[src/fbo_pkg.sv]
// package: constants and types for the parallel flash host controller
package fbo_pkg;
   // clock and bus geometry
   localparam int CLK_PERIOD_NS  = 10;
   localparam int ADDR_W_DEF     = 26;              // word address bits for 1024 sectors
   localparam int ADDR_W_MIN     = 23;              // 128 sectors
   localparam int ADDR_W_MAX     = 26;              // 1024 sectors
   localparam int SECT_WORD_BITS = 16;              // 64K words per sector
   localparam int DATA_W         = 16;
   localparam int BYTE_MSB       = 7;               // top bit of the byte lane
   localparam int ADDR_LSB_LINE  = 15;              // data line reused as byte address
   // bus timing in ns (plain defaults) and derived cycle counts, rounded up
   localparam int READ_ACC_NS    = 110;
   localparam int WE_LOW_NS      = 35;
   localparam int RESET_LOW_NS   = 500;
   localparam int RESET_REC_NS   = 50;
   localparam int READ_CYC       = (READ_ACC_NS + CLK_PERIOD_NS - 1) / CLK_PERIOD_NS;
   localparam int WE_CYC         = (WE_LOW_NS + CLK_PERIOD_NS - 1) / CLK_PERIOD_NS;
   localparam int RESET_CYC      = (RESET_LOW_NS + CLK_PERIOD_NS - 1) / CLK_PERIOD_NS;
   localparam int RESET_REC_CYC  = (RESET_REC_NS + CLK_PERIOD_NS - 1) / CLK_PERIOD_NS;
   localparam int TMR_W          = 8;
   // command data and reset values
   localparam logic [15:0] RESET_CMD_DATA = 16'h00F0;
   localparam logic [15:0] DATA_RST       = 16'h0000;
   // user operations
   typedef enum logic [1:0] {
      FBO_OP_READ   = 2'h0,
      FBO_OP_WRITE  = 2'h1,
      FBO_OP_RSTCMD = 2'h2,
      FBO_OP_HWRST  = 2'h3
   } fbo_op_t;
   // controller states, one-hot
   typedef enum logic [5:0] {
      ST_IDLE  = 6'h01,
      ST_READ  = 6'h02,
      ST_WRITE = 6'h04,
      ST_WHOLD = 6'h08,
      ST_HWRST = 6'h10,
      ST_RREC  = 6'h20
   } fbo_state_t;
endpackage : fbo_pkg

[src/fbo_host_ctrl.sv]
// host-side controller that drives a parallel flash through its pins
// Overview of operation
// - commands are plain address/data bus writes
// - reset command returns device to read
// - read: select low, output enable low
// - write: select low, write strobe low
// - byte mode puts byte address on line 15
// - address runs to bit 0 or extra bit
`timescale 1ns/100ps
module fbo_host_ctrl
   import fbo_pkg::*;
#(
   parameter int ADDR_W  = ADDR_W_DEF,
   parameter bit WP_TOP  = 1'b1        // outermost sector is the highest one
) (
   // clock and reset
   input  wire logic              core_clk_i,
   input  wire logic              rst_n_i,
   // user request
   input  wire logic              req_valid_i,
   input  wire logic [1:0]        req_op_i,
   input  wire logic [ADDR_W:0]   req_addr_i,     // byte address, bit 0 used in byte mode
   input  wire logic [15:0]       req_data_i,
   output logic                   req_ready_o,
   // user answer and settings
   output logic                   rsp_valid_o,
   output logic [15:0]            rsp_data_o,
   output logic                   prot_err_o,
   input  wire logic              byte_mode_i,
   input  wire logic              wp_release_i,
   // flash pins
   output logic                   chip_sel_n_o,
   output logic                   out_en_n_o,
   output logic                   wr_strobe_n_o,
   output logic                   hw_reset_n_o,
   output logic                   write_protect_accel_n_o,
   output logic                   width_sel_n_o,
   output logic [ADDR_W-1:0]      addr_o,
   output logic [15:0]            data_lines_o,
   output logic [15:0]            data_lines_oe_o,
   input  wire logic [15:0]       data_lines_i
);
   localparam int SECT_W = ADDR_W - SECT_WORD_BITS;

   // refuse geometries outside 128..1024 sectors
   if (ADDR_W < ADDR_W_MIN || ADDR_W > ADDR_W_MAX) begin : g_bad_addr_w
      $error("ADDR_W outside supported sector range");
   end
   if (READ_CYC < 1 || WE_CYC < 1 || RESET_CYC < 1 || RESET_REC_CYC < 1 || RESET_CYC > 255) begin : g_bad_tmr
      $error("timing counts do not fit the timer");
   end

   typedef struct packed {
      fbo_state_t         st;
      logic               ready;
      logic               rsp_valid;
      logic [15:0]        rsp_data;
      logic               prot_err;
      logic               ce_n;
      logic               oe_n;
      logic               we_n;
      logic               rst_n;
      logic               wp_n;
      logic               byte_n;
      logic [ADDR_W-1:0]  addr;
      logic [15:0]        dq;
      logic [15:0]        dq_oe;
   } fbo_host_t;

   fbo_host_t r;
   fbo_host_t next_r;
   logic              tmr_load;
   logic [TMR_W-1:0]  tmr_val;
   logic              tmr_done;

   // sector index from a word address
   function automatic logic [SECT_W-1:0] sector_of(input logic [ADDR_W-1:0] a);
      return a[ADDR_W-1:SECT_WORD_BITS];
   endfunction : sector_of

   // true when the pin-guarded sector is targeted
   function automatic logic is_outer(input logic [ADDR_W-1:0] a);
      return WP_TOP ? (sector_of(a) == '1) : (sector_of(a) == '0);
   endfunction : is_outer

   // enables for a cycle: low byte always in write, upper per width, line 15 as address in byte mode
   function automatic logic [15:0] drive_mask(input logic bytem, input logic wr);
      logic [15:0] m;
      m = '0;
      if (wr) begin
         m[BYTE_MSB:0] = '1;
         if (!bytem) begin
            m[15:BYTE_MSB+1] = '1;
         end
      end
      if (bytem) begin
         m[ADDR_LSB_LINE] = 1'b1;
      end
      return m;
   endfunction : drive_mask

   fbo_wait_timer #(
      .W (TMR_W)
   ) u_tmr (
      .core_clk_i (core_clk_i),
      .rst_n_i    (rst_n_i),
      .load_i     (tmr_load),
      .count_i    (tmr_val),
      .done_o     (tmr_done)
   );

   // next state: one bus operation at a time, sequenced by the timer
   always_comb begin
      next_r    = r;
      tmr_load  = 1'b0;
      tmr_val   = '0;
      next_r.rsp_valid = 1'b0;
      next_r.prot_err  = 1'b0;
      unique case (r.st)
         ST_IDLE: begin
            // standby: select high, nothing driven
            next_r.ce_n  = 1'b1;
            next_r.oe_n  = 1'b1;
            next_r.we_n  = 1'b1;
            next_r.dq_oe = '0;
            next_r.byte_n = !byte_mode_i;
            next_r.wp_n   = wp_release_i;
            next_r.ready  = 1'b1;
            if (req_valid_i && r.ready) begin
               next_r.addr = req_addr_i[ADDR_W:1];
               next_r.dq   = {req_addr_i[0], req_data_i[14:0]};
               if (!byte_mode_i) begin
                  next_r.dq[ADDR_LSB_LINE] = req_data_i[ADDR_LSB_LINE];
               end
               unique case (fbo_op_t'(req_op_i))
                  FBO_OP_READ: begin
                     next_r.st    = ST_READ;
                     next_r.ready = 1'b0;
                     next_r.ce_n  = 1'b0;
                     next_r.oe_n  = 1'b0;
                     next_r.dq_oe = drive_mask(byte_mode_i, 1'b0);
                     tmr_load     = 1'b1;
                     tmr_val      = TMR_W'(READ_CYC - 1);
                  end
                  FBO_OP_WRITE, FBO_OP_RSTCMD: begin
                     if (fbo_op_t'(req_op_i) == FBO_OP_WRITE && !wp_release_i
                         && is_outer(req_addr_i[ADDR_W:1])) begin
                        // guarded sector: refuse without touching the bus
                        next_r.prot_err = 1'b1;
                     end else begin
                        if (fbo_op_t'(req_op_i) == FBO_OP_RSTCMD) begin
                           next_r.dq[BYTE_MSB:0] = RESET_CMD_DATA[BYTE_MSB:0];
                           if (!byte_mode_i) begin
                              next_r.dq[15:BYTE_MSB+1] = RESET_CMD_DATA[15:BYTE_MSB+1];
                           end
                        end
                        next_r.st    = ST_WRITE;
                        next_r.ready = 1'b0;
                        next_r.ce_n  = 1'b0;
                        next_r.we_n  = 1'b0;
                        next_r.dq_oe = drive_mask(byte_mode_i, 1'b1);
                        tmr_load     = 1'b1;
                        tmr_val      = TMR_W'(WE_CYC - 1);
                     end
                  end
                  FBO_OP_HWRST: begin
                     next_r.st    = ST_HWRST;
                     next_r.ready = 1'b0;
                     next_r.rst_n = 1'b0;
                     next_r.dq_oe = '0;
                     tmr_load     = 1'b1;
                     tmr_val      = TMR_W'(RESET_CYC - 1);
                  end
               endcase
            end
         end
         ST_READ: begin
            if (tmr_done) begin
               next_r.st        = ST_IDLE;
               next_r.rsp_valid = 1'b1;
               next_r.rsp_data  = r.byte_n ? data_lines_i : {8'h00, data_lines_i[BYTE_MSB:0]};
               next_r.ce_n      = 1'b1;
               next_r.oe_n      = 1'b1;
               next_r.dq_oe     = '0;
            end
         end
         ST_WRITE: begin
            // strobe rises with data still held, so the device latches it
            if (tmr_done) begin
               next_r.st   = ST_WHOLD;
               next_r.we_n = 1'b1;
            end
         end
         ST_WHOLD: begin
            next_r.st    = ST_IDLE;
            next_r.ce_n  = 1'b1;
            next_r.dq_oe = '0;
         end
         ST_HWRST: begin
            if (tmr_done) begin
               next_r.st    = ST_RREC;
               next_r.rst_n = 1'b1;
               tmr_load     = 1'b1;
               tmr_val      = TMR_W'(RESET_REC_CYC - 1);
            end
         end
         ST_RREC: begin
            if (tmr_done) begin
               next_r.st = ST_IDLE;
            end
         end
         default: begin
            next_r.st = ST_IDLE;
         end
      endcase
   end

   // all pins and answers come straight from this register
   always_ff @(posedge core_clk_i or negedge rst_n_i) begin
      if (!rst_n_i) begin
         r          <= '0;
         r.st       <= ST_IDLE;
         r.ce_n     <= 1'b1;
         r.oe_n     <= 1'b1;
         r.we_n     <= 1'b1;
         r.rst_n    <= 1'b1;
         r.wp_n     <= 1'b1;
         r.byte_n   <= 1'b1;
         r.dq       <= DATA_RST;
      end else begin
         r <= next_r;
      end
   end

   assign req_ready_o             = r.ready;
   assign rsp_valid_o             = r.rsp_valid;
   assign rsp_data_o              = r.rsp_data;
   assign prot_err_o              = r.prot_err;
   assign chip_sel_n_o            = r.ce_n;
   assign out_en_n_o              = r.oe_n;
   assign wr_strobe_n_o           = r.we_n;
   assign hw_reset_n_o            = r.rst_n;
   assign write_protect_accel_n_o = r.wp_n;
   assign width_sel_n_o           = r.byte_n;
   assign addr_o                  = r.addr;
   assign data_lines_o            = r.dq;
   assign data_lines_oe_o         = r.dq_oe;

   logic [TMR_W-1:0] we_low_cnt;
   always_ff @(posedge core_clk_i or negedge rst_n_i) begin
      if (!rst_n_i) begin
         we_low_cnt <= '0;
      end else begin
         we_low_cnt <= r.we_n ? '0 : we_low_cnt + 1'b1;
      end
   end
endmodule : fbo_host_ctrl

[src/fbo_wait_timer.sv]
// down-counter that paces the flash bus phases
`timescale 1ns/100ps
module fbo_wait_timer
   import fbo_pkg::*;
#(
   parameter int W = TMR_W
) (
   // clock and reset
   input  wire logic         core_clk_i,
   input  wire logic         rst_n_i,
   // control
   input  wire logic         load_i,
   input  wire logic [W-1:0] count_i,
   // status
   output logic              done_o
);
   typedef struct packed {
      logic [W-1:0] cnt;
   } fbo_tmr_t;

   fbo_tmr_t r;
   fbo_tmr_t next_r;

   // load wins over counting so a new phase always restarts cleanly
   always_comb begin
      next_r = r;
      if (load_i) begin
         next_r.cnt = count_i;
      end else if (r.cnt != '0) begin
         next_r.cnt = r.cnt - 1'b1;
      end
   end

   always_ff @(posedge core_clk_i or negedge rst_n_i) begin
      if (!rst_n_i) begin
         r <= '0;
      end else begin
         r <= next_r;
      end
   end

   // done reads the register alone: a caller that loads on done must not see done fall in the same cycle
   assign done_o = (r.cnt == '0);
endmodule : fbo_wait_timer

[config.mk]
export PLATFORM = sky130hd
export DESIGN_NAME = fbo_host_ctrl
export DESIGN_NICKNAME = d
export VERILOG_FILES = /design/src/fbo_pkg.sv /design/src/fbo_host_ctrl.sv /design/src/fbo_wait_timer.sv
export SDC_FILE = /design/constraint.sdc
export NUM_CORES = 1
export LEC_CHECK = 0
export BUFFER_PORTS_ARGS = -buffer_cell sky130_fd_sc_hd__buf_4
export CAP_MARGIN = 5
export CELL_PAD_IN_SITES_DETAIL_PLACEMENT = 1
export CELL_PAD_IN_SITES_GLOBAL_PLACEMENT = 1
export CORE_AREA = 3 3 117 119
export CTS_CLUSTER_DIAMETER = 40
export DETAILED_ROUTE_END_ITERATION = 12
export DIE_AREA = 0 0 120 122
export GPL_ROUTABILITY_DRIVEN = 0
export PLACE_DENSITY_LB_ADDON = 0.1
export SYNTH_ARGS = -nofsm -noshare
export SYNTH_HDL_FRONTEND = slang
export SYNTH_HIERARCHICAL = 1
export SYNTH_SLANG_ARGS = --single-unit
[constraint.sdc]
create_clock -name core_clk_i -period 2.3 [get_ports core_clk_i]
set_input_delay 0.345 -clock core_clk_i [delete_from_list [all_inputs] [get_ports core_clk_i]]
set_output_delay 0.345 -clock core_clk_i [all_outputs]
set_load 0.01 [all_outputs]
# After elaboration in Yosys (flattened, before gate mapping)
# Index checks and enable logic that the tools add are counted.
# word_totals
reg_bits	97
input_bits	66
output_inout_bits	83
word_cells	104
# op_classes
addsub	1
eq_ne	17
n_mux	48
n_reduce_logical	23
# ops
operator	count
16-bit one-hot mux with 3 select lines	2
16-bit two-way mux	5
8-bit two-way mux	5
17-bit two-way mux	2
32-bit two-way mux	1
6-bit one-hot mux with 4 select lines	1
8-bit one-hot mux with 3 select lines	1
7-bit one-hot mux with 3 select lines	1
6-bit two-way mux	3
8-bit one-hot mux with 2 select lines	1
7-bit two-way mux	2
1-bit two-way mux	13
1-bit one-hot mux with 2 select lines	6
10-bit == test (second input constant)	1
2-bit AND reduction	5
8-bit zero test	1
2-bit != test (second input constant)	4
2-bit nonzero test	4
8-bit nonzero test	1
8-bit by 1-bit subtractor with 8-bit output (second input constant)	1
6-bit by 1-bit == test with 1-bit output (second input constant)	1
6-bit by 2-bit == test with 1-bit output (second input constant)	1
6-bit by 3-bit == test with 1-bit output (second input constant)	1
6-bit by 4-bit == test with 1-bit output (second input constant)	1
17 further kinds	25

# Logic depth before layout (Yosys ltp)
# Gate-level depths: netlist (run 1).
# logic_depth
ltp_word	8
mapped_depth	12
mapped_depth_nobuf	9

# Hierarchy
# The synthesis (run 1) kept the hierarchy.
# by_module_without_submodules
module	instances	cells_per_inst	area_per_inst_um2	seq_area_each_um2
fbo_host_ctrl	1	412	3844.9	1910.6
fbo_wait_timer	1	56	494.2	200.2

# Least setup slack after synthesis (run 1)
# OpenSTA, ideal clock, no wires.
# synth_timing
path_kind	register -> register
from	reg u_tmr/r[3] in the netlist's numbering
to	reg u_tmr/r[7] in the netlist's numbering
setup_ns	0.150
arrival_ns	2.129
required_ns	2.150
path_slack_ns	0.021
path_stages_with_launch	11
n_path_buf	3
period_less_slack_ns	2.279
cell_sequence	dfrtp_1 -> or4_1 -> buf_2 -> nor3_2 -> buf_2 -> nand2_1 -> nand2_1 -> clkbuf_1 -> nor2_1 -> nand4b_1 -> o311ai_0
# synth_via
elab_chain_cells	4
word_cells_on_any_way	8
classes_between	1 x add/sub; 4 x mux; 3 x reduce/logical
# synth_lines
element	line	source
start, declared	fbo_wait_timer.sv:21	fbo_tmr_t r;
start signal, assigned	fbo_wait_timer.sv:38	r <= next_r;
8-bit zero test (*)	fbo_wait_timer.sv:43	assign done_o = (r.cnt == '0);
via tmr_done	fbo_host_ctrl.sv:74	logic tmr_done;
1-bit two-way mux (*)	fbo_host_ctrl.sv:200	if (tmr_done) begin
1-bit one-hot mux with 2 select lines (*)	fbo_host_ctrl.sv:119	unique case (r.st)
via tmr_load	fbo_host_ctrl.sv:72	logic tmr_load;
8-bit two-way mux / 2-bit nonzero test (equally long branches)	n/a	
# The timed path passes the listed nets; every way through them passes the cells marked *. The select of a mux whose other input is x is not followed.
# A chain may end at the register's enable or synchronous reset.

# Worst setup path after layout (run 1)
# layout_timing
from	reg u_tmr/r[6] in the netlist's numbering
to	reg r (netlist bit chip_sel_n_o)
# layout_via
elab_chain_cells	3
# layout_lines
element	line	source
8-bit zero test	fbo_wait_timer.sv:43	
via tmr_done	fbo_host_ctrl.sv:74	
2-bit != test (no line)	n/a	
2-bit AND reduction (no line)	n/a	
end signal, assigned	fbo_host_ctrl.sv:231	r <= next_r;
end, declared	fbo_host_ctrl.sv:70	fbo_host_t r;
# The timed path passes the listed nets, and every way through them passes these cells.

==> flow_metrics.env, run 1 <==
export IMPL_syn_inst=468
export IMPL_cts_buffer_depth=2
export IMPL_timing_final_crit_share_pct=96.4
export IMPL_diodes=0
export IMPL_ys_ff_latch=84
export IMPL_synth_edff_count=0
export IMPL_grt_pass1_vias=3589
export IMPL_rows=41
export IMPL_num_io_pins=149
export IMPL_maxCapViolCount=0
export IMPL_combPwrFrac_pct=41.6
export IMPL_final_common_cell="buf_4"
export IMPL_grt_use_total_pct=16.3
export IMPL_die_y_um=122
export IMPL_switching_share_pct=36.6
export IMPL_finalMaxSlewViolations=0
export IMPL_layout_common_cells="buf_4 (165), nand2_1 (136), dfrtp_1 (77), o21ai_0 (30), nor2_1 (15)"
export IMPL_path_class="flop to flop"
export IMPL_cts_root_buf="clkbuf_16"
export IMPL_syn_cell_area_um2=4340
export IMPL_first_pass_iters=4
export IMPL_ys_types=58
export IMPL_start_util_pct=34.2
export IMPL_synthFlopType="dfrtp_1"
export IMPL_finalWorstSetupSlack_ns=0.0833
export IMPL_holdWs_ns=-0.00392
export IMPL_ys_seq_area_share_pct=48.6
export IMPL_die_area_um2=14600
export IMPL_grt_max_degree=44
export IMPL_area_delta_synth_final_pct=26.8
export IMPL_pwr_density_cell_nw_per_um2=1250
export IMPL_post_synth_cell_area_avg_um2=9.27
export IMPL_skew_ns=0.00705
export IMPL_grt_antenna_before_repair=0
export IMPL_grt_pass1_wl_um=18700
export IMPL_clock_sinks=84
export IMPL_start_kind="flop"
export IMPL_setup_violations=0
export IMPL_ys_warn_count=6
export IMPL_pre_cts_ws_ns=-0.00317
export IMPL_routed_via_density=4.69
export IMPL_endpoint_kind="flop"
export IMPL_crit_arrival_ns=2.49
export IMPL_hold_violations=4
export IMPL_required_ns=2.57
export IMPL_overflow=0
export IMPL_place_detailed_hpwl_um=8760
export IMPL_path_max_fanout=5
export IMPL_wl_per_cell_um=16.3
export IMPL_async_flop_share_pct=100
export IMPL_cts_tree="yes"
export IMPL_final_nets=625
export IMPL_vias=3421
export IMPL_intPower_mw=4.35
export IMPL_outcome="finished with violations"
export IMPL_worstHoldPathType="input pin to async pin"
export IMPL_clock_latency_ns=0.34
export IMPL_rr_startpoint="u_tmr/r[6]"
export IMPL_power_switching_mw=2.51
export IMPL_htree_levels=3
export IMPL_slew_headroom_pct=55.2
export IMPL_fin_crit_ns=2.22
export IMPL_numCtsBuffers=9
export IMPL_detail_route_antenna_nets=0
export IMPL_totalPowerFinal_mw=6.87
export IMPL_max_freq_ghz=0.451
export IMPL_drcViolationCount=0
export IMPL_path_clk_slew_ns=0.06
export IMPL_clkPwrFrac_pct=22.0
export IMPL_crit_start="u_tmr/r[6]"
export IMPL_violations="negative hold slack"
export IMPL_drive_above_1_share_pct=37.8
export IMPL_io_buffers=148
export IMPL_ir_drop_uv=377
export IMPL_post_route_util_pct=43.4
export IMPL_power_frac_seq_pct=36.4
export IMPL_fp_dieW_um=120
export IMPL_worst_slew_pin_slew_ns=0.670
export IMPL_core_area_um2=12700
export IMPL_drt_total_wl_um=11900
export IMPL_first_iter_violations=184
export IMPL_power_leakage_nw=2.78
## sequential cells by signal (all words and copies together) (netlist names), 3 cells and up
register and cells:
addr_o 26, data_lines_o 16, data_lines_oe_o 3, r 6, rsp_data_o 16, u_tmr/r 8
## cells by family (layout without fill, tap and decap cells)
| family | Yosys count | in the layout | synth area share, % |
|---|---|---|---|
| other | 1 | 2 | 0.0864 |
| AOI/OAI and AO/OA | 68 | 68 | 10.4 |
| and+or+nand+nor | 190 | 191 | 20.0 |
| xor gates and xnor gates | 3 | 3 | 0.606 |
| DFF | 84 | 84 | 48.6 |
| buffers and inverters | 108 | 196 | 16.5 |
| muxes | 8 | 8 | 2.08 |
| adders and majority gates | 6 | 6 | 1.73 |
## cell usage after synthesis (6+ instances only)
| cell type | n | share of area, % |
|---|---|---|
| nor2_1 | 15 | 1.3 |
| nand2_1 | 138 | 12 |
| a21oi_1 | 6 | 0.69 |
| clkbuf_1 | 6 | 0.52 |
| buf_2 | 9 | 1.0 |
| o21ai_0 | 30 | 3.5 |
| dfrtp_1 | 77 | 44 |
| inv_1 | 13 | 1.1 |
| buf_4 | 78 | 13 |
| ha_1 | 6 | 1.7 |
| dfstp_2 | 7 | 4.2 |
| mux2_2 | 8 | 2.1 |
## worst max-delay path, stage by stage (launching register included)
cell       delay (ns)
dfrtp_1          0.40
or4_4            0.54
nor3_4           0.30
buf_6            0.18
nand2_1          0.06
o22ai_1          0.15
nand3b_1         0.17
buf_4            0.21
a2bb2oi_1        0.14
## through the flow
| stage | cells | TNS [ns] | hold slack, ns | area, um^2 |
|---|---|---|---|---|
| final | 730 | 0 | -0.00392 | 5500 |
| after global routing | 730 | -0.00115 | 0.0300 | 5500 |
| after CTS | 728 | 0 | 0.0134 | 5460 |
| after detailed placement | 712 | -0.00317 | 0.383 | 5150 |
| after global placement | 712 | 0 | 0.394 | 5150 |
| after floorplan | 469 | 0 | 0.0494 | 4340 |
## final timing paths
path	endpoint	slack (ns)	cells past startpoint
max	chip_sel_n_o	0.08	8
min	rsp_data_o[1]	-0.004	1
max reg2reg	chip_sel_n_o	0.08	8
min reg2reg	chip_sel_n_o	0.47	2
max in group asynchronous	hw_reset_n_o	1.61	2
min in group core_clk_i	addr_o[5]	0.19	3
## area by class of cell
type | count | area (um^2)
clock buffer | 15 | 278
clock inverter | 1 | 30.0
fill | 1486 | 7170
inverter | 13 | 48.8
multi-input combinational | 278 | 1550
sequential | 84 | 2110
tap | 172 | 215
timing repair buffer | 167 | 1270
## per-layer routing
| layer | vias up | wire, um | track usage (%) |
|---|---|---|---|
| met5 | - | 0 | 0 |
| met4 | 0 | 224 | 7.02 |
| met3 | 14 | 903 | 4.97 |
| met2 | 112 | 5590 | 26.5 |
| met1 | 1653 | 5170 | 20.0 |
| li1 | 1642 | - | - |
## power by group through the flow
stage,Combinational [mW],Sequential (mW),Clock (mW)
floorplan,2.19,2.38,0
global placement,2.79,2.49,0
detailed placement,2.87,2.52,0
CTS,2.87,2.50,1.57
global route,3.19,2.58,1.62
finish,2.86,2.50,1.51
## timing repair
item,4_1_cts,5_1_grt
pin swaps,1,1
endpoints found under the setup margin,5,22
resized for setup,0,6
cloned,0,1
hold buffers,0,0
setup buffers,0,1
Power figures use the tool's default switching activity.
==> run 2: changes to the inputs <==
--- a/config.mk
+++ b/config.mk
@@ -10,6 +10,7 @@
 export CELL_PAD_IN_SITES_DETAIL_PLACEMENT = 1
 export CELL_PAD_IN_SITES_GLOBAL_PLACEMENT = 1
 export CORE_AREA = 3 3 117 119
+export CTS_BUF_LIST = sky130_fd_sc_hd__clkbuf_16
 export CTS_CLUSTER_DIAMETER = 40
 export DETAILED_ROUTE_END_ITERATION = 12
 export DIE_AREA = 0 0 120 122
==> run 2 against run 1 <==
The flow now finishes without violations. Highest routed layer unchanged. First-iteration DRC count down 27%. Clock-buffer cell count down 6. Register-to-register slack better by 0.03 ns. Maximum frequency up 1.2%. Largest power group unchanged. Global-route usage about the same. Sequential share of layout area up 0.33 points. Die area unchanged. Critical path depth down 1. Cell count down 0.14%. Clock power down 8%.
==> flow_metrics.env, run 2 (synthesis gave the netlist of run 1 again) <==
export IMPL_max_freq_ghz=0.456
export IMPL_first_iter_violations=134
export IMPL_drt_total_wl_um=11900
export IMPL_fin_crit_ns=2.19
export IMPL_grt_pass1_vias=3584
export IMPL_drive_above_1_share_pct=36.8
export IMPL_clock_latency_ns=0.34
export IMPL_start_util_pct=34.2
export IMPL_worstHoldPathType="input pin to async pin"
export IMPL_timing_final_crit_share_pct=95.3
export IMPL_final_common_cell="buf_4"
export IMPL_grt_pass1_wl_um=18700
export IMPL_power_frac_seq_pct=37.1
export IMPL_die_area_um2=14600
export IMPL_post_route_util_pct=43.0
export IMPL_switching_share_pct=37.2
export IMPL_setup_violations=0
export IMPL_place_detailed_hpwl_um=8760
export IMPL_endpoint_kind="flop"
export IMPL_cts_tree="yes"
export IMPL_path_delay_family="simple AND/OR/NAND/NOR gates"
export IMPL_required_ns=2.52
export IMPL_cp_depth=7
export IMPL_cp_slowest_cell="or4_1"
export IMPL_pre_cts_ws_ns=-0.00317
export IMPL_crit_buf_inv=1
export IMPL_first_pass_iters=4
export IMPL_worst_slew_pin_slew_ns=0.650
export IMPL_vias=3414
export IMPL_crit_path_max_incr_delay_ns=0.58
export IMPL_crit_arrival_ns=2.42
export IMPL_power_leakage_nw=2.77
export IMPL_rows=41
export IMPL_start_kind="flop"
export IMPL_postCtsSetupBuffers=0
export IMPL_clkPwrFrac_pct=20.7
export IMPL_r2r_slack_ns=0.11
export IMPL_outcome="finished, final reports clean"
export IMPL_hold_violations=0
export IMPL_crit_chain="or4_1, nor3_4, buf_4, nand2_1, o22ai_1, nand3b_1, a22o_1"
export IMPL_clock_sinks=84
export IMPL_grt_use_total_pct=16.3
export IMPL_fp_dieW_um=120
export IMPL_htree_levels=3
export IMPL_skew_ns=0.00798
export IMPL_maxCapViolCount=0
export IMPL_detail_route_antenna_nets=0
export IMPL_core_area_um2=12700
export IMPL_numCtsBuffers=9
export IMPL_die_y_um=122
export IMPL_ir_drop_uv=378
export IMPL_rr_startpoint="u_tmr/r[6]"
export IMPL_io_buffers=148
export IMPL_r2r_cells=7
export IMPL_fillers=1490
export IMPL_pwr_density_cell_nw_per_um2=1230
export IMPL_reg2reg_to="data_lines_oe_o[15]"
export IMPL_num_io_pins=149
export IMPL_largest_reg_flops=26
export IMPL_power_switching_mw=2.50
export IMPL_cts_buffer_depth=2
export IMPL_finalMaxSlewViolations=0
export IMPL_cts_root_buf="clkbuf_16"
export IMPL_grt_antenna_before_repair=0
export IMPL_diodes=0
export IMPL_path_class="flop to flop"
export IMPL_finalWorstSetupSlack_ns=0.109
export IMPL_wl_per_cell_um=16.3
export IMPL_intPower_mw=4.22
export IMPL_drcViolationCount=0
export IMPL_path_max_fanout=5
export IMPL_routed_via_density=4.68
export IMPL_grt_max_degree=44
export IMPL_final_nets=624
export IMPL_path_clk_slew_ns=0.06
export IMPL_rsz0062_at_grt="true"
export IMPL_combPwrFrac_pct=42.2
export IMPL_area_delta_synth_final_pct=25.7
export IMPL_overflow=0
export IMPL_slew_headroom_pct=56.5
export IMPL_layout_common_cells="buf_4 (165), nand2_1 (137), dfrtp_1 (77), o21ai_0 (30), inv_1 (16)"
## run 2: cell count changes in the layout (fill, tap and decap cells not counted)
cell	delta
or4_4	-1
nand2_2	-1
buf_6	-1
clkbuf_8	-3
nand2_1	+1
or4_1	+1
clkbuf_1	-3
clkinv_1	+3
inv_1	+3
## run 2: metal layers
| layer | wire (um) | global-route usage [%] | share of wire (%) | up-vias |
|---|---|---|---|---|
| met3 | 859 | 4.97 | 7.2 | 14 |
| met2 | 5560 | 26.3 | 47 | 110 |
| met1 | 5210 | 20.2 | 44 | 1651 |
| li1 | - | - | - | 1639 |
| met4 | 224 | 7.02 | 1.9 | 0 |
| met5 | 0 | 0 | 0 | - |
## run 2: layout make-up
type | instances | area [um^2] | area share (%)
Clock buffer | 9 | 225 | 4.13
Clock inverter | 7 | 52.6 | 0.964
Inverter | 13 | 48.8 | 0.895
Multi-Input combinational cell | 278 | 1540 | 28.3
Sequential cell | 84 | 2110 | 38.7
Tap cell | 172 | 215 | 3.95
Timing Repair Buffer | 166 | 1260 | 23.1
## run 2: power by group through the flow
stage	Sequential [mW]	Clock (mW)	Combinational, mW
after floorplan	2.38	0	2.19
after global placement	2.49	0	2.79
after detailed placement	2.52	0	2.87
after CTS	2.50	1.45	2.87
after global routing	2.58	1.50	3.16
final	2.49	1.39	2.83
## run 2: worst max path at each step
stage | start | to
final | u_tmr/r[6] | data_lines_oe_o[15]
after global routing | u_tmr/r[3] | u_tmr/r[7]
after CTS | u_tmr/r[6] | rsp_data_o[4]
after detailed placement | u_tmr/r[6] | rsp_data_o[4]
after global placement | u_tmr/r[3] | rsp_data_o[7]
after floorplan | u_tmr/r[3] | u_tmr/r[7]
## run 2: metrics by stage
step / hold WS [ns] / setup TNS, ns / instances / area [um^2] / total power [mW]
2_1_floorplan: 0.0494 / 0 / 469 / 4340 / 4.57
3_3_place_gp: 0.394 / 0 / 712 / 5150 / 5.28
3_5_place_dp: 0.383 / -0.00317 / 712 / 5150 / 5.38
4_1_cts: 0.0132 / 0 / 728 / 5430 / 6.82
5_1_grt: 0.0335 / -0.0218 / 729 / 5450 / 7.25
6_report: 0.00222 / 0 / 729 / 5450 / 6.72
## run 2: what timing repair did
item	in CTS	in global routing
hold buffers	0	0
gates resized for setup	0	3
endpoints found under the setup margin	3	22
pin swaps	1	1
cloned	0	1
